<file path="src/inc/diag_commutation_pkg.sv">
// Package with register map, fields and constants of the diagnostic and load-adaptive commutation block
package diag_commutation_pkg;
  // Register byte offsets
  localparam logic [7:0] ADDR_DIAG_CONF  = 8'h00;
  localparam logic [7:0] ADDR_COMM_CONF  = 8'h04;
  localparam logic [7:0] ADDR_MIN_VEL    = 8'h08;
  localparam logic [7:0] ADDR_TARGET_VEL = 8'h0c;
  localparam logic [7:0] ADDR_LOAD_THR   = 8'h10;
  localparam logic [7:0] ADDR_RAMP_STAT  = 8'h14;
  localparam logic [7:0] ADDR_ACT_VEL    = 8'h18;
  localparam logic [7:0] ADDR_LOAD_VAL   = 8'h1c;
  // Widths
  localparam int VEL_W  = 23;
  localparam int MS_W   = 10;
  localparam int LOAD_W = 9;
  // Diagnostic configuration fields
  localparam int SEL_W        = 3;
  localparam int F_SEL0       = 0;
  localparam int F_SEL1       = 3;
  localparam int F_PP0        = 6;
  localparam int F_PP1        = 7;
  localparam int F_STEP_DIR_SELECT    = 8;
  // Commutation configuration fields
  localparam int F_CHOPPER_OFF_TIME       = 0;
  localparam int F_TBL        = 4;
  localparam int F_HIGHFS     = 6;
  localparam int F_HIGHCHM    = 7;
  localparam int F_QUIET      = 8;
  localparam int F_STOP_STALL = 9;
  localparam int F_PWIDTH     = 16;
  localparam int F_SENS       = 24;
  // Status fields
  localparam int F_STALL      = 0;
  localparam int F_STOP_EVT   = 1;
  localparam int F_POS_EVT    = 2;
  localparam int F_ACTIVE     = 3;
  localparam int F_RESET_FLAG = 4;
  // Off-time clamp and limits
  localparam logic [3:0]        CHOPPER_OFF_TIME_CLAMP = 4'h8;
  localparam logic [VEL_W-1:0]  MIN_VEL_MAX = 23'h400000;
  localparam logic [LOAD_W-1:0] LOAD_NORM_MAX = 9'h0ff;
  localparam logic [MS_W-1:0]   MS_ZERO = 10'h000;
  localparam logic [7:0]        FS_STEP = 8'hff;
  localparam logic [1:0]        RESP_OKAY = 2'b00;
  localparam logic [1:0]        RESP_SLVERR = 2'b10;
  // Diagnostic source selection
  typedef enum logic [2:0]
  {
    SRC_STALL   = 3'b000,
    SRC_INDEX   = 3'b001,
    SRC_CHOP_ON = 3'b010,
    SRC_SKIP    = 3'b011,
    SRC_POS_CMP = 3'b100,
    SRC_RAMP_IRQ= 3'b101
  } diag_src_e;
  // Mode of the commutation sequencer
  typedef enum logic [1:0]
  {
    MODE_MICRO   = 2'b00,
    MODE_FULL    = 2'b01,
    MODE_STOPPED = 2'b10
  } comm_mode_e;
  // Positive sine polarity region of the wave table
  function automatic logic sine_positive(input logic [MS_W-1:0] cnt);
    return (cnt >= 10'd768) || (cnt <= 10'd255);
  endfunction
  // Positive cosine polarity region of the wave table
  function automatic logic cosine_positive(input logic [MS_W-1:0] cnt);
    return cnt <= 10'd511;
  endfunction
endpackage
</file>
<file path="src/hw/commutation_seq.sv">
// Load-adaptive fullstep commutation sequencer with velocity limiting
module commutation_seq
  import diag_commutation_pkg::*;
(
  // Clock and reset
  input  wire logic                  aclk,
  input  wire logic                  aresetn,
  // Configuration
  input  wire logic [VEL_W-1:0]      target_vel,
  input  wire logic [VEL_W-1:0]      min_vel,
  input  wire logic                  enable,
  input  wire logic                  stopped,
  // Motor feedback
  input  wire logic                  overload,
  input  wire logic                  blocked,
  // Outputs
  output logic [VEL_W-1:0]           vel_q,
  output logic                       step_q
);
  logic [VEL_W:0] acc_q;
  always_ff @(posedge aclk)
  begin
    if (!aresetn || stopped)
      vel_q <= '0;
    else if (!enable)
      vel_q <= target_vel;
    else if (overload || blocked)
      vel_q <= (vel_q > min_vel) ? vel_q - 1'b1 : min_vel;
    else if (vel_q < target_vel)
      vel_q <= vel_q + 1'b1;
    else
      vel_q <= target_vel;
  end
  // Phase accumulator making one step per wrap
  always_ff @(posedge aclk)
  begin
    if (!aresetn)
    begin
      acc_q  <= '0;
      step_q <= 1'b0;
    end
    else
    begin
      acc_q  <= {1'b0, acc_q[VEL_W-1:0]} + {1'b0, vel_q};
      step_q <= acc_q[VEL_W];
    end
  end
endmodule

</file>
<file path="src/hw/diag_pin_driver.sv">
// One diagnostic output pin with source select and driver type
module diag_pin_driver
  import diag_commutation_pkg::*;
(
  // Clock and reset
  input  wire logic                  aclk,
  input  wire logic                  aresetn,
  // Configuration
  input  wire logic [SEL_W-1:0]      sel,
  input  wire logic                  push_pull,
  input  wire logic                  force_low,
  // Sources
  input  wire logic [7:0]            src,
  // Pin
  output logic                       pin_o,
  output logic                       pin_oe
);
  logic active;
  assign active = src[sel];
  always_ff @(posedge aclk)
  begin
    if (!aresetn || force_low)
    begin
      pin_o  <= 1'b0;
      pin_oe <= 1'b1;
    end
    else if (push_pull)
    begin
      pin_o  <= active;
      pin_oe <= 1'b1;
    end
    else
    begin
      pin_o  <= 1'b0;
      pin_oe <= active;
    end
  end
endmodule

</file>
<file path="src/hw/load_adaptive_diag.sv">
// Top: diagnostic outputs and load-adaptive commutation with AXI4-Lite registers
module load_adaptive_diag
  import diag_commutation_pkg::*;
(
  // Clock and reset
  input  wire logic                  aclk,
  input  wire logic                  aresetn,
  // AXI4-Lite write address
  input  wire logic [7:0]            s_axi_awaddr,
  input  wire logic                  s_axi_awvalid,
  output logic                       s_axi_awready,
  // AXI4-Lite write data
  input  wire logic [31:0]           s_axi_wdata,
  input  wire logic [3:0]            s_axi_wstrb,
  input  wire logic                  s_axi_wvalid,
  output logic                       s_axi_wready,
  // AXI4-Lite write response
  output logic [1:0]                 s_axi_bresp,
  output logic                       s_axi_bvalid,
  input  wire logic                  s_axi_bready,
  // AXI4-Lite read address
  input  wire logic [7:0]            s_axi_araddr,
  input  wire logic                  s_axi_arvalid,
  output logic                       s_axi_arready,
  // AXI4-Lite read data
  output logic [31:0]                s_axi_rdata,
  output logic [1:0]                 s_axi_rresp,
  output logic                       s_axi_rvalid,
  input  wire logic                  s_axi_rready,
  // Motor and core status
  input  wire logic                  por_active,
  input  wire logic                  overload,
  input  wire logic                  blocked,
  input  wire logic [LOAD_W-1:0]     load_meas,
  input  wire logic [MS_W-1:0]       microstep_counter,
  input  wire logic                  chop_on_a,
  input  wire logic                  chop_on_b,
  input  wire logic                  step_request,
  input  wire logic                  pos_compare,
  input  wire logic                  pos_reached,
  // Diagnostic pins
  output logic                       diag_out_first_o,
  output logic                       diag_out_first_oe,
  output logic                       diag_out_second_o,
  output logic                       diag_out_second_oe,
  // Commutation outputs
  output logic [VEL_W-1:0]           actual_velocity,
  output logic                       fullstep_q,
  output logic                       step_out_q,
  output logic                       wave_sine_pos_q,
  output logic                       wave_cosine_pos_q
);
  import diag_commutation_pkg::*;

  logic [31:0]       diag_conf_q;
  logic [31:0]       comm_conf_q;
  logic [VEL_W-1:0]  commutation_min_velocity;
  logic [VEL_W-1:0]  target_vel_q;
  logic [VEL_W-1:0]  load_detect_velocity_threshold;
  logic              stall_q;
  logic              stall_stop_event;
  logic              pos_evt_q;
  logic              reset_flag_q;
  logic              skip_tgl_q;
  logic              stat_read;
  logic [31:0]       rdata_d;
  logic [VEL_W-1:0]  vel;
  logic              step_int;
  logic              comm_active;
  logic [3:0]        chopper_off_time;
  logic              chop_phase_q;
  logic              aw_hold_q;
  logic              w_hold_q;
  logic [7:0]        awaddr_q;
  logic [31:0]       wdata_q;
  logic [3:0]        wstrb_q;
  logic              do_write;
  logic [7:0]        src0;
  logic [7:0]        src1;
  logic              step_dir_select;

  // Write channel capture, either order
  assign do_write = aw_hold_q && w_hold_q && !s_axi_bvalid;
  always_ff @(posedge aclk)
  begin
    if (!aresetn)
    begin
      aw_hold_q     <= 1'b0;
      w_hold_q      <= 1'b0;
      s_axi_awready <= 1'b0;
      s_axi_wready  <= 1'b0;
      s_axi_bvalid  <= 1'b0;
      s_axi_bresp   <= RESP_OKAY;
      awaddr_q      <= '0;
      wdata_q       <= '0;
      wstrb_q       <= '0;
    end
    else
    begin
      s_axi_awready <= !aw_hold_q && !s_axi_awready && !s_axi_bvalid;
      s_axi_wready  <= !w_hold_q && !s_axi_wready && !s_axi_bvalid;
      if (s_axi_awvalid && s_axi_awready)
      begin
        aw_hold_q <= 1'b1;
        awaddr_q  <= s_axi_awaddr;
      end
      if (s_axi_wvalid && s_axi_wready)
      begin
        w_hold_q <= 1'b1;
        wdata_q  <= s_axi_wdata;
        wstrb_q  <= s_axi_wstrb;
      end
      if (do_write)
      begin
        aw_hold_q    <= 1'b0;
        w_hold_q     <= 1'b0;
        s_axi_bvalid <= 1'b1;
        s_axi_bresp  <= (awaddr_q[7:2] <= ADDR_LOAD_THR[7:2]) ? RESP_OKAY : RESP_SLVERR;
      end
      else if (s_axi_bready)
        s_axi_bvalid <= 1'b0;
    end
  end

  // Writable registers
  always_ff @(posedge aclk)
  begin
    if (!aresetn)
    begin
      diag_conf_q                    <= '0;
      comm_conf_q                    <= '0;
      commutation_min_velocity       <= '0;
      target_vel_q                   <= '0;
      load_detect_velocity_threshold <= '0;
    end
    else if (do_write)
    begin
      for (int b = 0; b < 4; b++)
      begin
        if (wstrb_q[b])
        begin
          unique case (awaddr_q)
            ADDR_DIAG_CONF: diag_conf_q[b*8 +: 8] <= wdata_q[b*8 +: 8];
            ADDR_COMM_CONF: comm_conf_q[b*8 +: 8] <= wdata_q[b*8 +: 8];
            default: ;
          endcase
        end
      end
      if (awaddr_q == ADDR_MIN_VEL)
        commutation_min_velocity <= (wdata_q[VEL_W-1:0] > MIN_VEL_MAX) ? MIN_VEL_MAX
                                                                          : wdata_q[VEL_W-1:0];
      if (awaddr_q == ADDR_TARGET_VEL)
        target_vel_q <= wdata_q[VEL_W-1:0];
      if (awaddr_q == ADDR_LOAD_THR)
        load_detect_velocity_threshold <= wdata_q[VEL_W-1:0];
    end
  end

  // Read channel
  assign stat_read = s_axi_arvalid && s_axi_arready && (s_axi_araddr == ADDR_RAMP_STAT);
  always_comb
  begin
    rdata_d = '0;
    unique case (s_axi_araddr)
      ADDR_DIAG_CONF:  rdata_d = diag_conf_q;
      ADDR_COMM_CONF:  rdata_d = comm_conf_q;
      ADDR_MIN_VEL:    rdata_d[VEL_W-1:0] = commutation_min_velocity;
      ADDR_TARGET_VEL: rdata_d[VEL_W-1:0] = target_vel_q;
      ADDR_LOAD_THR:   rdata_d[VEL_W-1:0] = load_detect_velocity_threshold;
      ADDR_RAMP_STAT:
      begin
        rdata_d[F_STALL]      = stall_q;
        rdata_d[F_STOP_EVT]   = stall_stop_event;
        rdata_d[F_POS_EVT]    = pos_evt_q;
        rdata_d[F_ACTIVE]     = comm_active;
        rdata_d[F_RESET_FLAG] = reset_flag_q;
      end
      ADDR_ACT_VEL:    rdata_d[VEL_W-1:0] = vel;
      ADDR_LOAD_VAL:   rdata_d[LOAD_W-1:0] = load_meas;
      default:         rdata_d = '0;
    endcase
  end

  always_ff @(posedge aclk)
  begin
    if (!aresetn)
    begin
      s_axi_arready <= 1'b0;
      s_axi_rvalid  <= 1'b0;
      s_axi_rdata   <= '0;
      s_axi_rresp   <= RESP_OKAY;
    end
    else
    begin
      s_axi_arready <= !s_axi_arready && !s_axi_rvalid;
      if (s_axi_arvalid && s_axi_arready)
      begin
        s_axi_rvalid <= 1'b1;
        s_axi_rdata  <= rdata_d;
        s_axi_rresp  <= (s_axi_araddr[1:0] == 2'b00 && s_axi_araddr <= ADDR_LOAD_VAL) ? RESP_OKAY : RESP_SLVERR;
      end
      else if (s_axi_rready)
        s_axi_rvalid <= 1'b0;
    end
  end

  // Commutation enable and mode
  assign chopper_off_time = (comm_conf_q[F_CHOPPER_OFF_TIME +: 4] > CHOPPER_OFF_TIME_CLAMP) ? CHOPPER_OFF_TIME_CLAMP
                                                                   : comm_conf_q[F_CHOPPER_OFF_TIME +: 4];
  assign comm_active = (commutation_min_velocity != '0) && !comm_conf_q[F_QUIET]
                       && comm_conf_q[F_HIGHFS] && comm_conf_q[F_HIGHCHM]
                       && (target_vel_q > commutation_min_velocity);

  commutation_seq u_seq
  (
    .aclk       (aclk),
    .aresetn    (aresetn),
    .target_vel (target_vel_q),
    .min_vel    (commutation_min_velocity),
    .enable     (comm_active),
    .stopped    (stall_stop_event),
    .overload   (overload),
    .blocked    (blocked),
    .vel_q      (vel),
    .step_q     (step_int)
  );

  // Status flags, set wins over read-clear
  always_ff @(posedge aclk)
  begin
    if (!aresetn)
    begin
      stall_q          <= 1'b0;
      stall_stop_event <= 1'b0;
      pos_evt_q        <= 1'b1;
      reset_flag_q     <= 1'b1;
    end
    else
    begin
      stall_q          <= (comm_active && blocked) || (stall_q && !stat_read);
      stall_stop_event <= (comm_active && blocked && comm_conf_q[F_STOP_STALL])
                          || (stall_stop_event && !stat_read);
      pos_evt_q        <= pos_reached || (pos_evt_q && !stat_read);
      reset_flag_q     <= reset_flag_q && !stat_read;
    end
  end

  // Skipped-step toggle and chopper phase alternation
  always_ff @(posedge aclk)
  begin
    if (!aresetn)
    begin
      skip_tgl_q   <= 1'b0;
      chop_phase_q <= 1'b0;
    end
    else
    begin
      if (comm_active && step_request && !step_int)
        skip_tgl_q <= !skip_tgl_q;
      if (chopper_off_time != '0 && !comm_conf_q[F_QUIET])
        chop_phase_q <= !chop_phase_q;
    end
  end

  // Diagnostic sources
  assign step_dir_select = diag_conf_q[F_STEP_DIR_SELECT];
  always_comb
  begin
    src0 = '0;
    src1 = '0;
    if (step_dir_select)
    begin
      src0[SRC_STALL]   = stall_q;
      src0[SRC_INDEX]   = (microstep_counter == MS_ZERO);
      src0[SRC_CHOP_ON] = chop_phase_q ? chop_on_b : chop_on_a;
      src0[SRC_SKIP]    = skip_tgl_q;
    end
    else
    begin
      src0[SRC_STALL]    = pos_evt_q || stall_stop_event;
      src0[SRC_POS_CMP]  = pos_compare;
      src0[SRC_RAMP_IRQ] = pos_evt_q || stall_stop_event;
    end
    src1 = src0;
  end

  diag_pin_driver u_diag0
  (
    .aclk      (aclk),
    .aresetn   (aresetn),
    .sel       (diag_conf_q[F_SEL0 +: SEL_W]),
    .push_pull (diag_conf_q[F_PP0]),
    .force_low (por_active),
    .src       (src0),
    .pin_o     (diag_out_first_o),
    .pin_oe    (diag_out_first_oe)
  );

  diag_pin_driver u_diag_out_second
  (
    .aclk      (aclk),
    .aresetn   (aresetn),
    .sel       (diag_conf_q[F_SEL1 +: SEL_W]),
    .push_pull (diag_conf_q[F_PP1]),
    .force_low (1'b0),
    .src       (src1),
    .pin_o     (diag_out_second_o),
    .pin_oe    (diag_out_second_oe)
  );

  // Registered commutation outputs
  always_ff @(posedge aclk)
  begin
    if (!aresetn)
    begin
      actual_velocity   <= '0;
      fullstep_q        <= 1'b0;
      step_out_q        <= 1'b0;
      wave_sine_pos_q   <= 1'b0;
      wave_cosine_pos_q <= 1'b0;
    end
    else
    begin
      actual_velocity   <= vel;
      fullstep_q        <= comm_active;
      step_out_q        <= step_int;
      wave_sine_pos_q   <= sine_positive(microstep_counter);
      wave_cosine_pos_q <= cosine_positive(microstep_counter);
    end
  end

  // Assertions
  property p_por_low;
    @(posedge aclk) disable iff (!aresetn) por_active |=> (!diag_out_first_o && diag_out_first_oe);
  endproperty
  a_por_low: assert property (p_por_low) else $error("first output not low in reset");
  property p_od_release;
    @(posedge aclk) disable iff (!aresetn) (!por_active && !diag_conf_q[F_PP0]) |=> !diag_out_first_o;
  endproperty
  a_od_release: assert property (p_od_release) else $error("open drain drove high");
  property p_stop_zero;
    @(posedge aclk) disable iff (!aresetn) stall_stop_event |=> (vel == '0);
  endproperty
  a_stop_zero: assert property (p_stop_zero) else $error("velocity not zero after stall stop");
  property p_stall_set;
    @(posedge aclk) disable iff (!aresetn) (comm_active && blocked) |=> stall_q;
  endproperty
  a_stall_set: assert property (p_stall_set) else $error("stall flag not set");
  property p_min_vel;
    @(posedge aclk) disable iff (!aresetn) (comm_active && !stall_stop_event && $past(comm_active)
      && $past(vel) >= commutation_min_velocity) |-> (vel >= commutation_min_velocity || vel == target_vel_q);
  endproperty
  a_min_vel: assert property (p_min_vel) else $error("velocity below minimum");
  property p_quiet_off;
    @(posedge aclk) disable iff (!aresetn) comm_conf_q[F_QUIET] |=> !fullstep_q;
  endproperty
  a_quiet_off: assert property (p_quiet_off) else $error("commutation active in quiet mode");
  property p_skip;
    @(posedge aclk) disable iff (!aresetn) (comm_active && step_request && !step_int)
      |=> (skip_tgl_q != $past(skip_tgl_q));
  endproperty
  a_skip: assert property (p_skip) else $error("skip toggle missing");
  property p_sine;
    @(posedge aclk) disable iff (!aresetn) (microstep_counter == 10'd256) |=> !wave_sine_pos_q;
  endproperty
  a_sine: assert property (p_sine) else $error("sine polarity wrong");
  property p_chopper_off_time_clamp;
    @(posedge aclk) disable iff (!aresetn) (comm_conf_q[F_CHOPPER_OFF_TIME +: 4] >= CHOPPER_OFF_TIME_CLAMP)
      |-> (chopper_off_time == CHOPPER_OFF_TIME_CLAMP);
  endproperty
  a_chopper_off_time_clamp: assert property (p_chopper_off_time_clamp) else $error("off time not clamped");
  c_stall: cover property (@(posedge aclk) disable iff (!aresetn) stall_stop_event);
  c_full: cover property (@(posedge aclk) disable iff (!aresetn) fullstep_q);
  c_skip: cover property (@(posedge aclk) disable iff (!aresetn) $changed(skip_tgl_q));
endmodule

</file>
<file path="config.mk">
export PLATFORM = sky130hd
export DESIGN_NAME = load_adaptive_diag
export DESIGN_NICKNAME = d
export VERILOG_FILES = /design/src/inc/diag_commutation_pkg.sv /design/src/hw/commutation_seq.sv /design/src/hw/diag_pin_driver.sv /design/src/hw/load_adaptive_diag.sv
export SDC_FILE = /design/constraint.sdc
export NUM_CORES = 1
export LEC_CHECK = 0
export ABC_AREA = 1
export BUFFER_PORTS_ARGS = -buffer_cell sky130_fd_sc_hd__buf_2
export CORE_MARGIN = 2
export CORE_UTILIZATION = 45
export DETAILED_ROUTE_END_ITERATION = 8
export PLACE_DENSITY = 0.73
export SYNTH_ARGS = -nofsm -noshare
export SYNTH_HDL_FRONTEND = slang
export SYNTH_SLANG_ARGS = --single-unit
</file>
<file path="constraint.sdc">
create_clock -name aclk -period 3.4 [get_ports aclk]
set_input_delay 0.34 -clock aclk [delete_from_list [all_inputs] [get_ports aclk]]
set_output_delay 0.34 -clock aclk [all_outputs]
set_load 0.05 [all_outputs]
</file>
# --- Word level (Yosys, flattened, before mapping) ---
# Index checks and enable logic that the tools add are counted.
totals:
  regBits: 305
  in_bits: 86
classes:
  bitwise_logic: 2
  magnitude_cmp: 12
  muxes: 24
  eq_ne: 11
  n_addsub: 3
  reduce_logical: 70
op_table:
  columns: ["op", "count"]
  rows:
  - ["two-way mux 23 bit", 5]
  - ["case mux 14 bit (6 select lines)", 1]
  - ["greater-than comparator 23 bit", 2]
  - ["equality test 8 x 5 -> 1 bit, second input constant", 5]
  - ["case mux 5 bit (8 select lines)", 1]
  - ["equality test 8 x 4 -> 1 bit, second input constant", 4]
  - ["case mux 4 bit (7 select lines)", 1]
  - ["logical AND 1 bit", 25]
  - ["adder 23 x 23 -> 24 bit", 1]
  - ["AND reduction 3 bit", 8]
  - ["adder 23 x 1 -> 23 bit, second input constant", 1]
  - ["greater-than comparator 23 bit, second input constant", 1]
  - ["< comparator 23 bit", 1]
  - ["nonzero test 23 bit", 1]
  - ["subtractor 23 x 1 -> 23 bit, second input constant", 1]
  - ["case mux 9 bit (2 select lines)", 1]
  - ["equality test 8 x 3 -> 1 bit, second input constant", 2]
  - ["zero test 8 bit", 2]
  - ["zero test 1 bit", 13]
  - [">= comparator 10 bit, second input constant", 1]
  - ["less-or-equal comparator 10 x 8 -> 1 bit, second input constant", 1]
  - ["less-or-equal comparator 10 x 9 -> 1 bit, second input constant", 1]
  - ["zero test 10 bit", 1]
  - ["less-or-equal comparator 8 x 5 -> 1 bit, second input constant", 1]
  - ["other kinds (15)", 41]

# --- Logic depth before layout (Yosys ltp) ---
# Gate-level depths: netlist of run 1.
logic_depth:
  ltp_word: 8
  ltp_mapped: 17

# --- Modules after synthesis ---
# From an unflattened synthesis of run 1, not the netlist that was laid out.
unflattened:
  hier_cells: 2414
  hier_area_um2: 16741.1
by_module_without_submodules:
  columns: ["module", "n_inst", "cells_per_inst", "area_per_inst_um2"]
  rows:
  - ["load_adaptive_diag", 1, 1388, 10628.9]
  - ["commutation_seq", 1, 958, 5734.2]
  - ["diag_pin_driver", 2, 34, 188.9]

# --- Worst setup path after synthesis of run 1 ---
# OpenSTA, ideal clock, no wires.
synth_path:
  path_type: "reg-to-reg"
  from: "register u_seq.vel_q[18]"
  to: "register u_seq.vel_q[14]"
  path_buffers: 1
  arrival_time_ns: 1.792
  setup_time_ns: 0.117
  stages_incl_launch_ff: 13
  period_less_slack_ns: 1.909
  setup_slack_ns: 1.491
  path_cell_list: "dfxtp_1 -> ha_1 -> nand2_1 -> inv_1 -> nand2_1 -> nand2_1 -> a21oi_1 -> nand2_1 -> nor2_2 -> buf_4 -> nand4_1 -> a21oi_1 -> nor2_1"
synth_via:
  elab_chain_len: 4
  word_cells_on_any_way: 6
  cone_classes: "2 x order compare; 4 x mux"
synth_rtl:
  columns: ["item", "line", "source"]
  rows:
  - ["start: declaration", "commutation_seq.sv:17", "output logic [VEL_W-1:0] vel_q,"]
  - ["start signal: assignment", "commutation_seq.sv:26", "vel_q <= target_vel;"]
  - ["start signal: assignment", "commutation_seq.sv:28", "vel_q <= (vel_q > min_vel) ? vel_q - 1'b1 : min_vel;"]
  - ["start signal: assignment", "commutation_seq.sv:30", "vel_q <= vel_q + 1'b1;"]
  - ["< comparator 23 bit or greater-than comparator 23 bit (tied branches)", "commutation_seq.sv:29, commutation_seq.sv:28", null]
  - ["two-way mux 23 bit (on tied branches)", "commutation_seq.sv:29, commutation_seq.sv:28", null]
  - ["two-way mux 23 bit *", "commutation_seq.sv:27", "else if (overload || blocked)"]
  - ["two-way mux 23 bit *", "commutation_seq.sv:25", "else if (!enable)"]
# Every way passes the cells marked *; elsewhere a longest branch is shown, timed or not.
# A chain may end at the register's enable or synchronous reset.

# --- Worst setup path after layout of run 1 ---
layout_path:
  from: "register commutation_min_velocity[14]"
  to: "register u_seq.vel_q[0]"
layout_via:
  elab_chain_len: 6
  word_cells_on_any_way: 10
  cone_classes: "2 x order compare; 3 x mux; 5 x reduce/logical"
layout_rtl:
  columns: ["item", "line", "source"]
  rows:
  - ["start: declaration", "load_adaptive_diag.sv:57", "logic [VEL_W-1:0] commutation_min_velocity;"]
  - ["start signal: assignment", "load_adaptive_diag.sv:150", "commutation_min_velocity <= (wdata_q[VEL_W-1:0] > MIN_VEL_MAX) ? MIN_VEL_MAX"]
  - ["parallel branches: the longest is 5 deep, another holds greater-than comparator 23 bit", null, null]
  - ["two-way mux 23 bit *", "commutation_seq.sv:25", null]
# Mark *: on every way between the ends.

==> results.txt, run 1 <==
- Summing over every cut layer, the via total after detailed routing is 17050.
- Antenna diode instance count: 0
* CTS tree: done
- Among all flip-flop cells after synthesis, the most frequent one is dfxtp_1.
- Once the floorplan was initialized, standard cells occupied 45.9% of the core.
- In this run the power spent charging and discharging nets is 2120 uW.
* Final Critical Period: 2.85 ns
- In the routed layout, each cell is associated on average with a via count of 5.71.
- After synthesis, the mean cell area works out to 6.91 um2.
* RSZ-0062 raised after global routing: no
* Final weighted congestion of routability-driven global placement: 1.01
- In this run the power density over the cells is 438 nW/um2.
* Internal power summed over all cells: 6090 uW
* # nets final: 2678
* Wirelength, routed: 60100 um
- TritonRoute pass-1 iters: 6
* Number of enable-type register cells in the synthesized netlist: 0
- Critical path startpoint category: flop
- Instance count after placement with tap cells included: 2920
- The finished layout holds 2985 standard cells, fillers aside.
* GR Util All Layers: 30.8%
- At the worst endpoint, the required time is 3.82 ns.
* Class of the most critical hold timing path: primary input to flop
- Global routing finished with a remaining overflow of 0.
* Capture point of the worst reg-to-reg path: u_seq.vel_q[0]
* Quantity of I/O buffers inserted on ports: 155
* Max Freq: 0.351 GHz
* Max Root-Sink Buffers: 3
- Synthesis produced 2377 cells.
- Site row count: 69
* Worst Min Path Start: pos_reached
* Synth unique cells: 46
- The root buffer cell chosen for the clock tree is clkbuf_16.
- The via count of the first global-routing pass is 15807.
- At the worst endpoint, the arrival time is 3.28 ns.
- Number of cells traversed by the worst register-to-register path: 13
- For the worst-skew pair, the clock arrives at the later sink with an insertion delay of 0.54 ns.
- The path with the worst hold slack has its endpoint at pos_evt_q.
* Portion of total power attributed to the clock network: 47.7%
- Clock-pin slew was measured on the worst setup and hold paths at 0.06 ns.
* Die extent in x: 195 um
- Worst VDD drop: 0.396 mV
- The tree built by TritonCTS fans out to 303 sinks.
* Proportion of power drawn by combinational gates: 7.1%
- Initial antenna violation count: 0
* Die area: 38000 um2
- I/O pin total: 158
- R2R Setup Slk: 0.55 ns
- Worst Clk Skew: 0.0180 ns
- After detailed routing, the number of remaining DRC violations is 0.
* Setup TNS: 0 ns
- Period utilisation layout: 83.9%
- Startpoint of the worst-slack reg-to-reg timing path: commutation_min_velocity[14]
- At the pin with the least slew margin, the transition time is 1.19 ns.
- Post-detailed-route wirelength per cell: 20.1 um
- Clock H-tree levels: 2
- Synth-to-Final Area Change: 14.3%
* Max-cap check violation count: 0
- Switching power share of the total: 25.8%
- Outcome: finished clean
* Leak: 0.00843 uW
* Number of hold violations in the final report: 0
- Critical path start-end classification: flop to flop
* Fraction of registers with async set/reset: 0%
* Proportion of layout cells with a drive suffix above 1: 12.0%
* Seq pwr share: 45.3%
- Half-perimeter wire length after placement: 44100 um
- In this run the worst path has a maximum fanout of 22.
- Maximum number of pins on one net before global-route repair: 228
- Hold is met by 0.00488 ns.
- Measured along the y axis, the die boundary spans 195 um.
* Number of resized instances in the post-cts repair step: 0
- First-pass GRT wire length: 91700 um
- Summing internal, switching and leakage power gives 8220 uW.
* Cell depth of the worst hold path: 3
* Critical path capture point type: flop
- CTS Buf Count: 36
* Portion of the post-synthesis area used by sequential elements: 37.0%
- Max transition margin: 20.8%
- Antenna-violating nets left: 0
* Synth warnings: 0
- Count of pins over their slew limit: 0
- Final count of negative-setup-slack endpoints: 0
- The core region is 35700 um2.
* Layout Utilization: 52.5%
- Post-synth design cell area: 16400 um2
* Synth Register Bits: 303
- Number of violations reported at the end of detailed-routing iteration 0: 1757
[registers in the layout, indices dropped and copies added (netlist names), 4 cells and up]
| name | cells |
|---|---|
| actual_velocity | 23 |
| wdata_q | 32 |
| wstrb_q | 4 |
| awaddr_q | 8 |
| comm_conf_q | 32 |
| load_detect_velocity_threshold | 23 |
| diag_conf_q | 32 |
| u_seq.vel_q | 23 |
| target_vel_q | 23 |
| commutation_min_velocity | 23 |
| u_seq.acc_q | 24 |
| s_axi_rdata | 32 |
[how the worst max path moves through the flow]
stage / cells past startpoint / from / endpoint / slack, ns
detailed placement: 12 / commutation_min_velocity[14] / u_seq.vel_q[17] / 0.66
global route: 15 / commutation_min_velocity[10] / u_seq.vel_q[0] / 0.39
CTS: 12 / commutation_min_velocity[14] / u_seq.vel_q[17] / 0.63
finish: 13 / commutation_min_velocity[14] / u_seq.vel_q[0] / 0.55
global placement: 13 / commutation_min_velocity[14] / u_seq.vel_q[22] / 0.64
floorplan: 12 / u_seq.vel_q[18] / u_seq.vel_q[14] / 1.49
[timing repair]
item	in CTS	in global routing
setup buffers	0	0
endpoints found under the hold margin	1	0
hold buffers	1	0
[per-layer routing]
layer	GRT usage (%)	wire length, um	vias up
li1	-	-	8156
met1	41.8	25600	7863
met2	48.6	26500	887
met3	5.75	5720	144
met4	11.5	2230	0
met5	0	0	-
[logic make-up (layout without fill, tap and decap cells)]
kind of cell | Yosys count | in the layout | share of synthesized area, %
AND/OR/NAND/NOR | 999 | 999 | 26.3
AO/OA/AOI/OAI | 571 | 571 | 18.5
buffers and inverters | 381 | 527 | 9.44
flip-flops | 303 | 303 | 37.0
adder cells (fa/ha/maj) | 94 | 94 | 7.21
XOR/XNOR | 28 | 28 | 1.49
other | 1 | 2 | 0.0228
[through the flow]
step / setup slack (ns) / instance area (um2)
2_1_floorplan: 1.49 / 16400
3_3_place_gp: 0.635 / 17500
3_5_place_dp: 0.660 / 17500
4_1_cts: 0.631 / 18800
5_1_grt: 0.387 / 18800
6_report: 0.548 / 18800
[critical path, cell delays in order (launching register included)]
cell,delay (ns)
dfxtp_1,0.40
inv_1,0.18
ha_1,0.34
nand2_1,0.13
nor2_1,0.18
nand3_1,0.09
nor2_1,0.10
nand2_1,0.06
nand3_1,0.15
nand2_2,0.07
inv_1,0.70
nand4_1,0.18
nand2_1,0.11
inv_1,0.05
[synthesized netlist by cell type, types with 2 or more instances]
master    number  share of area, %
nor3_4         2              0.20
o21ai_0      247               7.5
nor4_1        30               1.1
or2_2          2             0.076
nor2_2        12              0.46
nor2_4         2              0.14
o211ai_1       7              0.32
a31o_2         8              0.43
a21oi_1      239               7.3
ha_1          93               7.1
nand4_1       38               1.4
buf_2         32              0.98
nand2_2        5              0.19
inv_2         11              0.25
a211oi_1      13              0.59
clkbuf_1      60               1.4
xor2_1        27               1.4
nand3_1      147               4.5
dfxtp_1      303                37
buf_4         15              0.69
o21ai_1        3             0.091
a21o_1         7              0.32
nor3_1        40               1.2
o22ai_1       29               1.1
clkinv_1       2             0.046
buf_6          3              0.21
nor2_1       297               6.8
nor3_2         6              0.37
o221ai_1       2              0.11
o21a_1         4              0.18
buf_1          3             0.069
nand3_2        2              0.12
nand3b_1       3              0.14
inv_1        254               5.8
o21bai_1       8              0.37
nand2_1      411               9.4
[power groups by stage]
stage	Sequential (uW)	Clock (uW)	Combinational (uW)
floorplan	3830	0	313
global placement	3790	0	565
detailed placement	3790	0	572
CTS	3720	3960	575
global route	3720	4110	632
finish	3720	3920	581
[cell type report]
type	count	area, um2
repair buffers	196	1100
well taps	461	577
inverters	267	1000
fillers	3644	17000
clock inverters	14	171
clock buffers	50	1030
multi-input cells	1694	8800
flip-flops and latches	303	6070
[cells in the final DEF (no fill, tap or decap), drive strengths merged, types with 4 or more instances in the layout]
cell,count
xor2,27
clkbuf,50
o21a,4
clkinv,10
o211ai,7
o21ai,250
dfxtp,303
nand2,416
nand4,39
nor2,311
buf,195
a31o,9
a211oi,13
nand3,150
o21bai,8
a21oi,239
o22ai,29
nor3,48
inv,266
ha,93
a21o,7
nor4,30
(Power assumes the default switching activity.)
==> run 2, diff against run 1 <==
--- a/config.mk
+++ b/config.mk
@@ -10,7 +10,7 @@
 export CORE_MARGIN = 2
 export CORE_UTILIZATION = 45
 export DETAILED_ROUTE_END_ITERATION = 8
-export PLACE_DENSITY = 0.73
+export PLACE_DENSITY = 0.76
 export SYNTH_ARGS = -nofsm -noshare
 export SYNTH_HDL_FRONTEND = slang
 export SYNTH_SLANG_ARGS = --single-unit
==> constraint.sdc (replaced) <==
create_clock -name aclk -period 2.5 [get_ports aclk]
set_input_delay 0.25 -clock aclk [delete_from_list [all_inputs] [get_ports aclk]]
set_output_delay 0.25 -clock aclk [all_outputs]
set_load 0.05 [all_outputs]
==> run 2 against run 1 <==
Against the previous run: die area stayed put; sequential power is 35% higher; design area up 4.0%; core utilization grew 2.1 points; wire length fell by 2.1%; worst setup slack worse by 0.40 ns; combinational power rose by 48%; power is 37% higher; critical path type unchanged; critical endpoint is now commutation_min_velocity[19]; largest cell class unchanged.
==> results.txt, run 2 (synthesized netlist as in run 1, its figures left out) <==
* Startpoint of the worst-slack reg-to-reg timing path: w_hold_q
- The worst hold path terminates at wstrb_q[3].
- Leaving out fill and tap cells, the most frequent cell in the layout is nand2_1.
- The area of the core came to 35700 um2 (unchanged).
* WL met2: 26100 um (-1.7%)
- Height of the die: 195 um (unchanged)
* Max-cap check violation count: 0 (unchanged)
- Clock slew at the register clock pins of the worst setup and hold paths: 0.06 ns (about the same)
* Top layer used by detailed routing: met5
* Crit path cell chain: inv_1 -> nor3_2 -> inv_2 -> nor2_2 -> nand2_1 -> inv_2 -> o21ai_0 -> a21oi_1
* GR Util All Layers: 30.3% (-0.44 points)
* Switching power share of the total: 25.6% (-0.29 points)
- The number of setup violations in the final report is 0 (unchanged).
- Initial antenna violation count: 1 (+1)
- Number of cells traversed by the worst register-to-register path: 8 (-5)
* Overall via count from detail_route: 17387 (+2.0%)
* Max transition margin: 34.4% (+14 points)
* Leak: 0.00881 uW (+4.6%)
* Largest fanout of any net on the critical path: 44 (+100%)
- I/O pin total: 158 (unchanged)
* Residual DRC count: 0 (unchanged)
* Max Freq: 0.424 GHz (+21%)
* TritonCTS sink count: 303 (unchanged)
- From synthesis to final layout, the design area changed by 18.9%.
- Clock H-tree levels: 2 (unchanged)
* Buffer type at the clock tree root: clkbuf_16
- STA classifies the critical path startpoint as a flop.
* Overall overflow remaining after global route: 0 (unchanged)
- The run finished with clean final reports.
- TritonRoute pass-1 iters: 6 (unchanged)
- The area enclosed by the die boundary is 38000 um2 (unchanged).
- Class of the most critical hold timing path: primary input to flop
- Half-perimeter wire length after placement: 43300 um (-1.9%)
* Site row count: 69 (unchanged)
- The slew of the pin with the lowest slew margin came to 0.983 ns (-0.204 ns).
- The final number of max-transition violations came to 0 (unchanged).
- Proportion of layout cells with a drive suffix above 1: 13.7% (+1.7 points)
* Count of buffer and inverter cells on the critical path: 3 (unchanged)
* First-pass GRT wire length: 91400 um (-0.43%)
- Proportion of power drawn by combinational gates: 7.6% (+0.5 points)
- The most numerous cell type found on the critical path is inv_2.
- Seq pwr share: 44.8% (-0.5 points)
- The post-route minimum period is 2.36 ns (-0.495 ns).
* Post-route worst hold slack: 0.0154 ns (+0.0105 ns)
- The internal reg-to-reg setup slack came to 0.14 ns (-0.40 ns).
- Antenna diode instance count: 0 (unchanged)
- Max Root-Sink Buffers: 3 (unchanged)
* Quantity of I/O buffers inserted on ports: 155 (unchanged)
- The delay contributed by the slowest stage of the critical path came to 0.60 ns (-0.10 ns).
- # nets final: 2759 (+3.0%)
- The internal portion of total power was 8370 uW (+37%).
- Worst VDD drop: 0.590 mV (+49%)
- Among cell families on the critical path, the largest total delay comes from buffers and inverters.
- Number of vias per cell after detailed routing: 5.67 (-0.69%)
- The routed wire length came to 58800 um (-2.1%).
* Clock latency reported for the late side of the worst-skew pair: 0.55 ns (about the same)
- Met3 layer wire length in the routed design: 5060 um (-12%)
* CTS tree: done
- Number of hold violations in the final report: 0 (unchanged)
- Critical path required time: 2.96 ns (-0.86 ns)
- Initial core utilization: 45.9% (unchanged)
- RSZ-0062 raised after global routing: yes
- The part of the cycle the worst path needs came to 94.2% (+10 points).
- Antenna-violating nets left: 0 (unchanged)
* Critical path capture point type: flop
- The initial DRC count came to 1835 (+4.4%).
- Slowest CP cell: inv_2
* Total net switching power: 2870 uW (+35%)
* Portion of total power attributed to the clock network: 47.5% (-0.2 points)
* Critical path start-end classification: flop to flop
- Routed metal-1 wirelength: 24500 um (-4.2%)
- The number of buffers added by the clock tree synthesis step is 35 (-2.8%).
- The startpoint identified for the worst hold timing path is s_axi_wstrb[3].
- The worst-case clock skew was 0.0233 ns (+0.00522 ns).
- In the layout the commonest cells are nand2_1 (411), nor2_1 (296), dfxtp_1 (296).
- In this run the critical register-to-register path is captured at commutation_min_velocity[19].
- Total power density per cell area: 576 nW/um2 (+32%)
* Final weighted congestion of routability-driven global placement: 1.02 (+0.93%)
- The data arrival at the endpoint of the critical path is 2.81 ns (-0.47 ns).
* Post-detailed-route wirelength per cell: 19.2 um (-4.7%)
- Number of global-route vias before repair: 16817 (+6.4%)
- Layout Utilization: 54.6% (+2.1 points)
- Maximum number of pins on one net before global-route repair: 228 (unchanged)
- The die width was 195 um (unchanged).
- The layout filler cell count came to 3411 (-6.4%).
- The cell count of the worst hold path was 3 (unchanged).
==> run 2: cell types whose count changed in the layout (fill, tap and decap cells not counted), moves of 2 or more <==
cell           change
buf_4             +39
dlygate4sd3_1     +38
nor2_2             +2
bufinv_16          +2
dfxtp_1            -7
dfxtp_2            +7
buf_12             +3
clkbuf_16          -2
==> run 2: worst max path at each step <==
stage,from,slack [ns],to,cells past startpoint
after detailed placement,u_seq.vel_q[1],-0.11,u_seq.acc_q[16],9
after CTS,u_seq.vel_q[1],0.005,u_seq.acc_q[16],9
after global placement,u_seq.vel_q[1],-0.04,u_seq.acc_q[16],9
after floorplan,u_seq.vel_q[18],0.59,u_seq.vel_q[14],12
after global routing,u_seq.vel_q[1],-0.003,u_seq.acc_q[16],9
final,w_hold_q,0.14,commutation_min_velocity[19],8
==> run 2: through the flow <==
| stage | power (uW) | instance area (um2) | setup WS [ns] | std cells | setup TNS [ns] |
|---|---|---|---|---|---|
| finish | 11200 | 19500 | 0.144 | 3065 | 0 |
| floorplan | 5630 | 16400 | 0.591 | 2378 | 0 |
| detailed placement | 5940 | 17900 | -0.113 | 2963 | -0.134 |
| CTS | 11300 | 19500 | 0.00466 | 3064 | 0 |
| global placement | 5920 | 17900 | -0.0393 | 2963 | -0.0393 |
| global route | 11600 | 19500 | -0.00316 | 3065 | -0.00316 |
==> run 2: power groups by stage <==
| stage | Sequential (uW) | Combinational [uW] | Clock (uW) |
|---|---|---|---|
| final | 5040 | 860 | 5350 |
| after floorplan | 5210 | 426 | 0 |
| after CTS | 5040 | 844 | 5400 |
| after global placement | 5140 | 783 | 0 |
| after detailed placement | 5140 | 795 | 0 |
| after global routing | 5050 | 936 | 5590 |
==> run 2: tightest hold or removal path, cell delays in order <==
cell and delay, ns:
buf_2 0.08, o21ai_0 0.08, a21oi_1 0.11
==> run 2: routing by layer <==
| layer | track usage, % | vias up |
|---|---|---|
| met5 | 0 | - |
| met4 | 16.1 | 2 |
| met3 | 4.87 | 184 |
| met2 | 48.7 | 905 |
| met1 | 39.2 | 7985 |
| li1 | - | 8311 |
==> run 2: timing repair <==
| item | 4_1_cts | 5_1_grt |
|---|---|---|
| pin swaps | 0 | 1 |
| endpoints found under the setup margin | 2 | 20 |
| gates cloned | 0 | 1 |
| setup buffers | 0 | 0 |
| hold buffers | 39 | 0 |
| hold endpoints to repair | 40 | 0 |
| resized for setup | 1 | 11 |
==> run 2: layout make-up <==
class | instances | area (um2) | area share, %
clock buffer | 46 | 967 | 4.96
clock inverter | 16 | 228 | 1.17
inverter | 267 | 1000 | 5.14
multi-input combinational | 1695 | 8820 | 45.2
sequential | 303 | 6070 | 31.1
tap | 461 | 577 | 2.96
timing repair buffer | 277 | 1850 | 9.46
==> run 3, diff against run 2 <==
--- a/config.mk
+++ b/config.mk
@@ -10,6 +10,7 @@
 export CORE_MARGIN = 2
 export CORE_UTILIZATION = 45
 export DETAILED_ROUTE_END_ITERATION = 8
+export MAX_ROUTING_LAYER = met4
 export PLACE_DENSITY = 0.76
 export SYNTH_ARGS = -nofsm -noshare
 export SYNTH_HDL_FRONTEND = slang
==> run 3 against run 2 <==
Against the previous run: wire length fell by 0.80%; power fell by 0.22%; sequential share of layout area barely moved; non-clock buffer count rose by 3; maximum frequency rose by 0.60%; register-to-register slack barely moved; final cell count barely moved; clock power barely moved; hold slack improved by 0.0056 ns; first-iteration DRC count fell by 3.4%; clock skew rose by 0.0018 ns; die area did not move; critical endpoint is now u_seq.acc_q[22]; largest cell class unchanged.
==> results.txt, run 3 (synthesized netlist as in run 1, its figures left out) <==
- Outcome: finished clean
* Total power density per cell area: 575 nW/um2 (-0.18%)
- Proportion of layout cells with a drive suffix above 1: 13.9% (+0.16 points)
* Synth-to-Final Area Change: 18.8% (about the same)
* Buffer type at the clock tree root: clkbuf_16
* CTS Buf Count: 34 (-2.9%)
* Final weighted congestion of routability-driven global placement: 1.07 (+5.0%)
- The routed wirelength normalized by instance count was 19.0 um (-0.77%).
* Switching power share of the total: 25.2% (-0.32 points)
* Worst hold path endpoint: stall_q
* Initial antenna violation count: 0 (-1)
* Internal power summed over all cells: 8390 uW (+0.21%)
- The number of nets in the layout was 2760 (+0.036%).
- Class of the most critical hold timing path: primary input to flop
- Total net switching power: 2830 uW (-1.5%)
- Clock H-tree levels: 2 (unchanged)
- The maximum fanout along the worst path came to 7 (-84%).
- Final Critical Period: 2.34 ns (-0.0141 ns)
- Antenna-violating nets left: 0 (unchanged)
* Commonest non-fill, non-tap cell in the layout: nand2_1
- The layout filler cell count is 3465 (+1.6%).
* Site row count: 69 (unchanged)
* Critical path start-end classification: flop to flop
- TritonCTS built the clock tree.
* Clock latency reported for the late side of the worst-skew pair: 0.55 ns (about the same)
- Cell depth of the worst hold path: 3 (unchanged)
- Portion of total power attributed to the clock network: 47.5% (about the same)
- The worst vdd rail ir drop was 0.623 mV (+5.7%).
* Height of the die: 195 um (unchanged)
- Overall overflow remaining after global route: 0 (unchanged)
- The leakage power summed over all cells was 0.00884 uW (+0.29%).
* Slew at the pin with the worst max-slew slack: 0.981 ns (-0.00207 ns)
- The mean number of vias per cell came to 5.64 (-0.58%).
* Commonest non-fill, non-tap cells in the layout: nand2_1 (411), dfxtp_1 (298), nor2_1 (295)
- I/O pin total: 158 (unchanged)
- First-pass GRT wire length: 91000 um (-0.38%)
- The cell count of the worst reg-to-reg path came to 9 (+1).
* Final count of negative-setup-slack endpoints: 0 (unchanged)
- Slowest CP cell: dfxtp_1
- Setup repair after global routing left no endpoint under its margin.
* Startpoint of the worst-slack reg-to-reg timing path: u_seq.vel_q[1]
* Critical path capture point type: flop
* Antenna diode instance count: 0 (unchanged)
- Proportion of power drawn by combinational gates: 7.6% (about the same)
- The via count of the first global-routing pass was 16372 (-2.6%).
- The part of the cycle the worst path needs came to 93.7% (-0.56 points).
* Capture point of the worst reg-to-reg path: u_seq.acc_q[22]
- The clock edge transition at the registers on the reported setup and hold paths came to 0.06 ns (about the same).
* Wirelength, routed: 58300 um (-0.80%)
* Max-cap check violation count: 0 (unchanged)
- The worst hold path begins at blocked.
* Maximum number of pins on one net before global-route repair: 228 (unchanged)
* Critical path startpoint category: flop
- The global routing usage summed across all routing layers is 31.2% (+0.85 points).
- The final total negative setup slack was 0 ns (unchanged).
* Number of violations reported at the end of detailed-routing iteration 0: 1773 (-3.4%)
- The CTS sink count came to 303 (unchanged).
- Max transition margin: 34.5% (+0.14 points)
- The maximum clock insertion buffer count came to 3 (unchanged).
* R2R Setup Slk: 0.16 ns (about the same)
- Quantity of I/O buffers inserted on ports: 155 (unchanged)
- Critical path required time: 2.97 ns (about the same)
* TritonRoute pass-1 iters: 6 (unchanged)
- Data arrival time of the critical path: 2.81 ns (about the same)
- The number of vias after detailed routing came to 17280 (-0.62%).
* Count of pins over their slew limit: 0 (unchanged)
* Max Freq: 0.427 GHz (+0.60%)
- The detailed-route DRC error count is 0 (unchanged).
- The delay contributed by the slowest stage of the critical path is 0.52 ns (-0.08 ns).
- The area of the core came to 35700 um2 (unchanged).
* Worst Clk Skew: 0.0251 ns (+0.00185 ns)
* Crit path cell chain: inv_1 -> fa_1 -> nor3_1 -> nor2_1 -> inv_1 -> nand3_1 -> nand3_1 -> o21ai_0 -> a21oi_1
- The proportion of power drawn by flip-flops and latches came to 44.9% (about the same).
* Half-perimeter wire length after placement: 43500 um (+0.39%)
- The die width came to 195 um (unchanged).
* Die area: 38000 um2 (unchanged)
- The initial standard-cell utilization of the core came to 45.9% (unchanged).
* Number of hold violations in the final report: 0 (unchanged)
- The final hold slack is 0.0210 ns (+0.00563 ns).
==> run 3: how the worst max path moves through the flow <==
stage | start | endpoint | cells past startpoint
floorplan | u_seq.vel_q[18] | u_seq.vel_q[14] | 12
global placement | u_seq.vel_q[1] | u_seq.acc_q[16] | 9
detailed placement | u_seq.vel_q[1] | u_seq.acc_q[16] | 9
CTS | u_seq.vel_q[1] | u_seq.acc_q[16] | 9
global route | commutation_min_velocity[14] | u_seq.vel_q[0] | 14
finish | u_seq.vel_q[1] | u_seq.acc_q[22] | 9
==> run 3: power by group through the flow <==
stage	Sequential [uW]	Clock [uW]	Combinational, uW
2_1_floorplan	5210	0	426
3_3_place_gp	5140	0	778
3_5_place_dp	5140	0	791
4_1_cts	5030	5380	838
5_1_grt	5050	5580	929
6_report	5040	5340	849
==> run 3: routing by layer <==
| metal | vias to the layer above | part of all wire, % | GRT usage [%] |
|---|---|---|---|
| met3 | 153 | 8.3 | 4.51 |
| met5 | - | 0 | - |
| met1 | 7967 | 42 | 39.6 |
| met4 | 0 | 4.5 | 13.0 |
| met2 | 840 | 45 | 49.8 |
| li1 | 8320 | - | - |
==> run 3: timing repair <==
action | CTS | global route
endpoints found under the hold margin | 37 | 0
hold buffers | 36 | 0
resized for setup | 0 | 10
endpoints found under the setup margin | 0 | 24
buffers inserted | 0 | 1
==> run 3: layout make-up <==
type / instances / area, um2 / share of cell area, %
Multi-Input combinational cell: 1694 / 8820 / 45.2
Sequential cell: 303 / 6070 / 31.1
Timing Repair Buffer: 280 / 1860 / 9.54
Inverter: 267 / 1000 / 5.14
Clock buffer: 46 / 986 / 5.05
Tap cell: 461 / 577 / 2.96
Clock inverter: 13 / 191 / 0.981
==> run 3: critical path: cells and delay by family, from the launching register on <==
family          cells  cell delay, ns
compound gates      2            0.24
flops               1            0.52
fa+ha+maj           1            0.52
simple gates        4            0.54
buf+inv             2            0.46
==> run 3: stage by stage <==
step,power [uW],utilization [%],setup WS [ns],cell area (um2),instances
floorplan,5630,-,0.591,16400,2378
global placement,5920,50.2,0.0828,17900,2968
detailed placement,5930,50.2,0.0445,17900,2968
CTS,11200,54.5,0.0454,19500,3063
global route,11600,54.6,0.000752,19500,3064
finish,11200,54.6,0.158,19500,3064
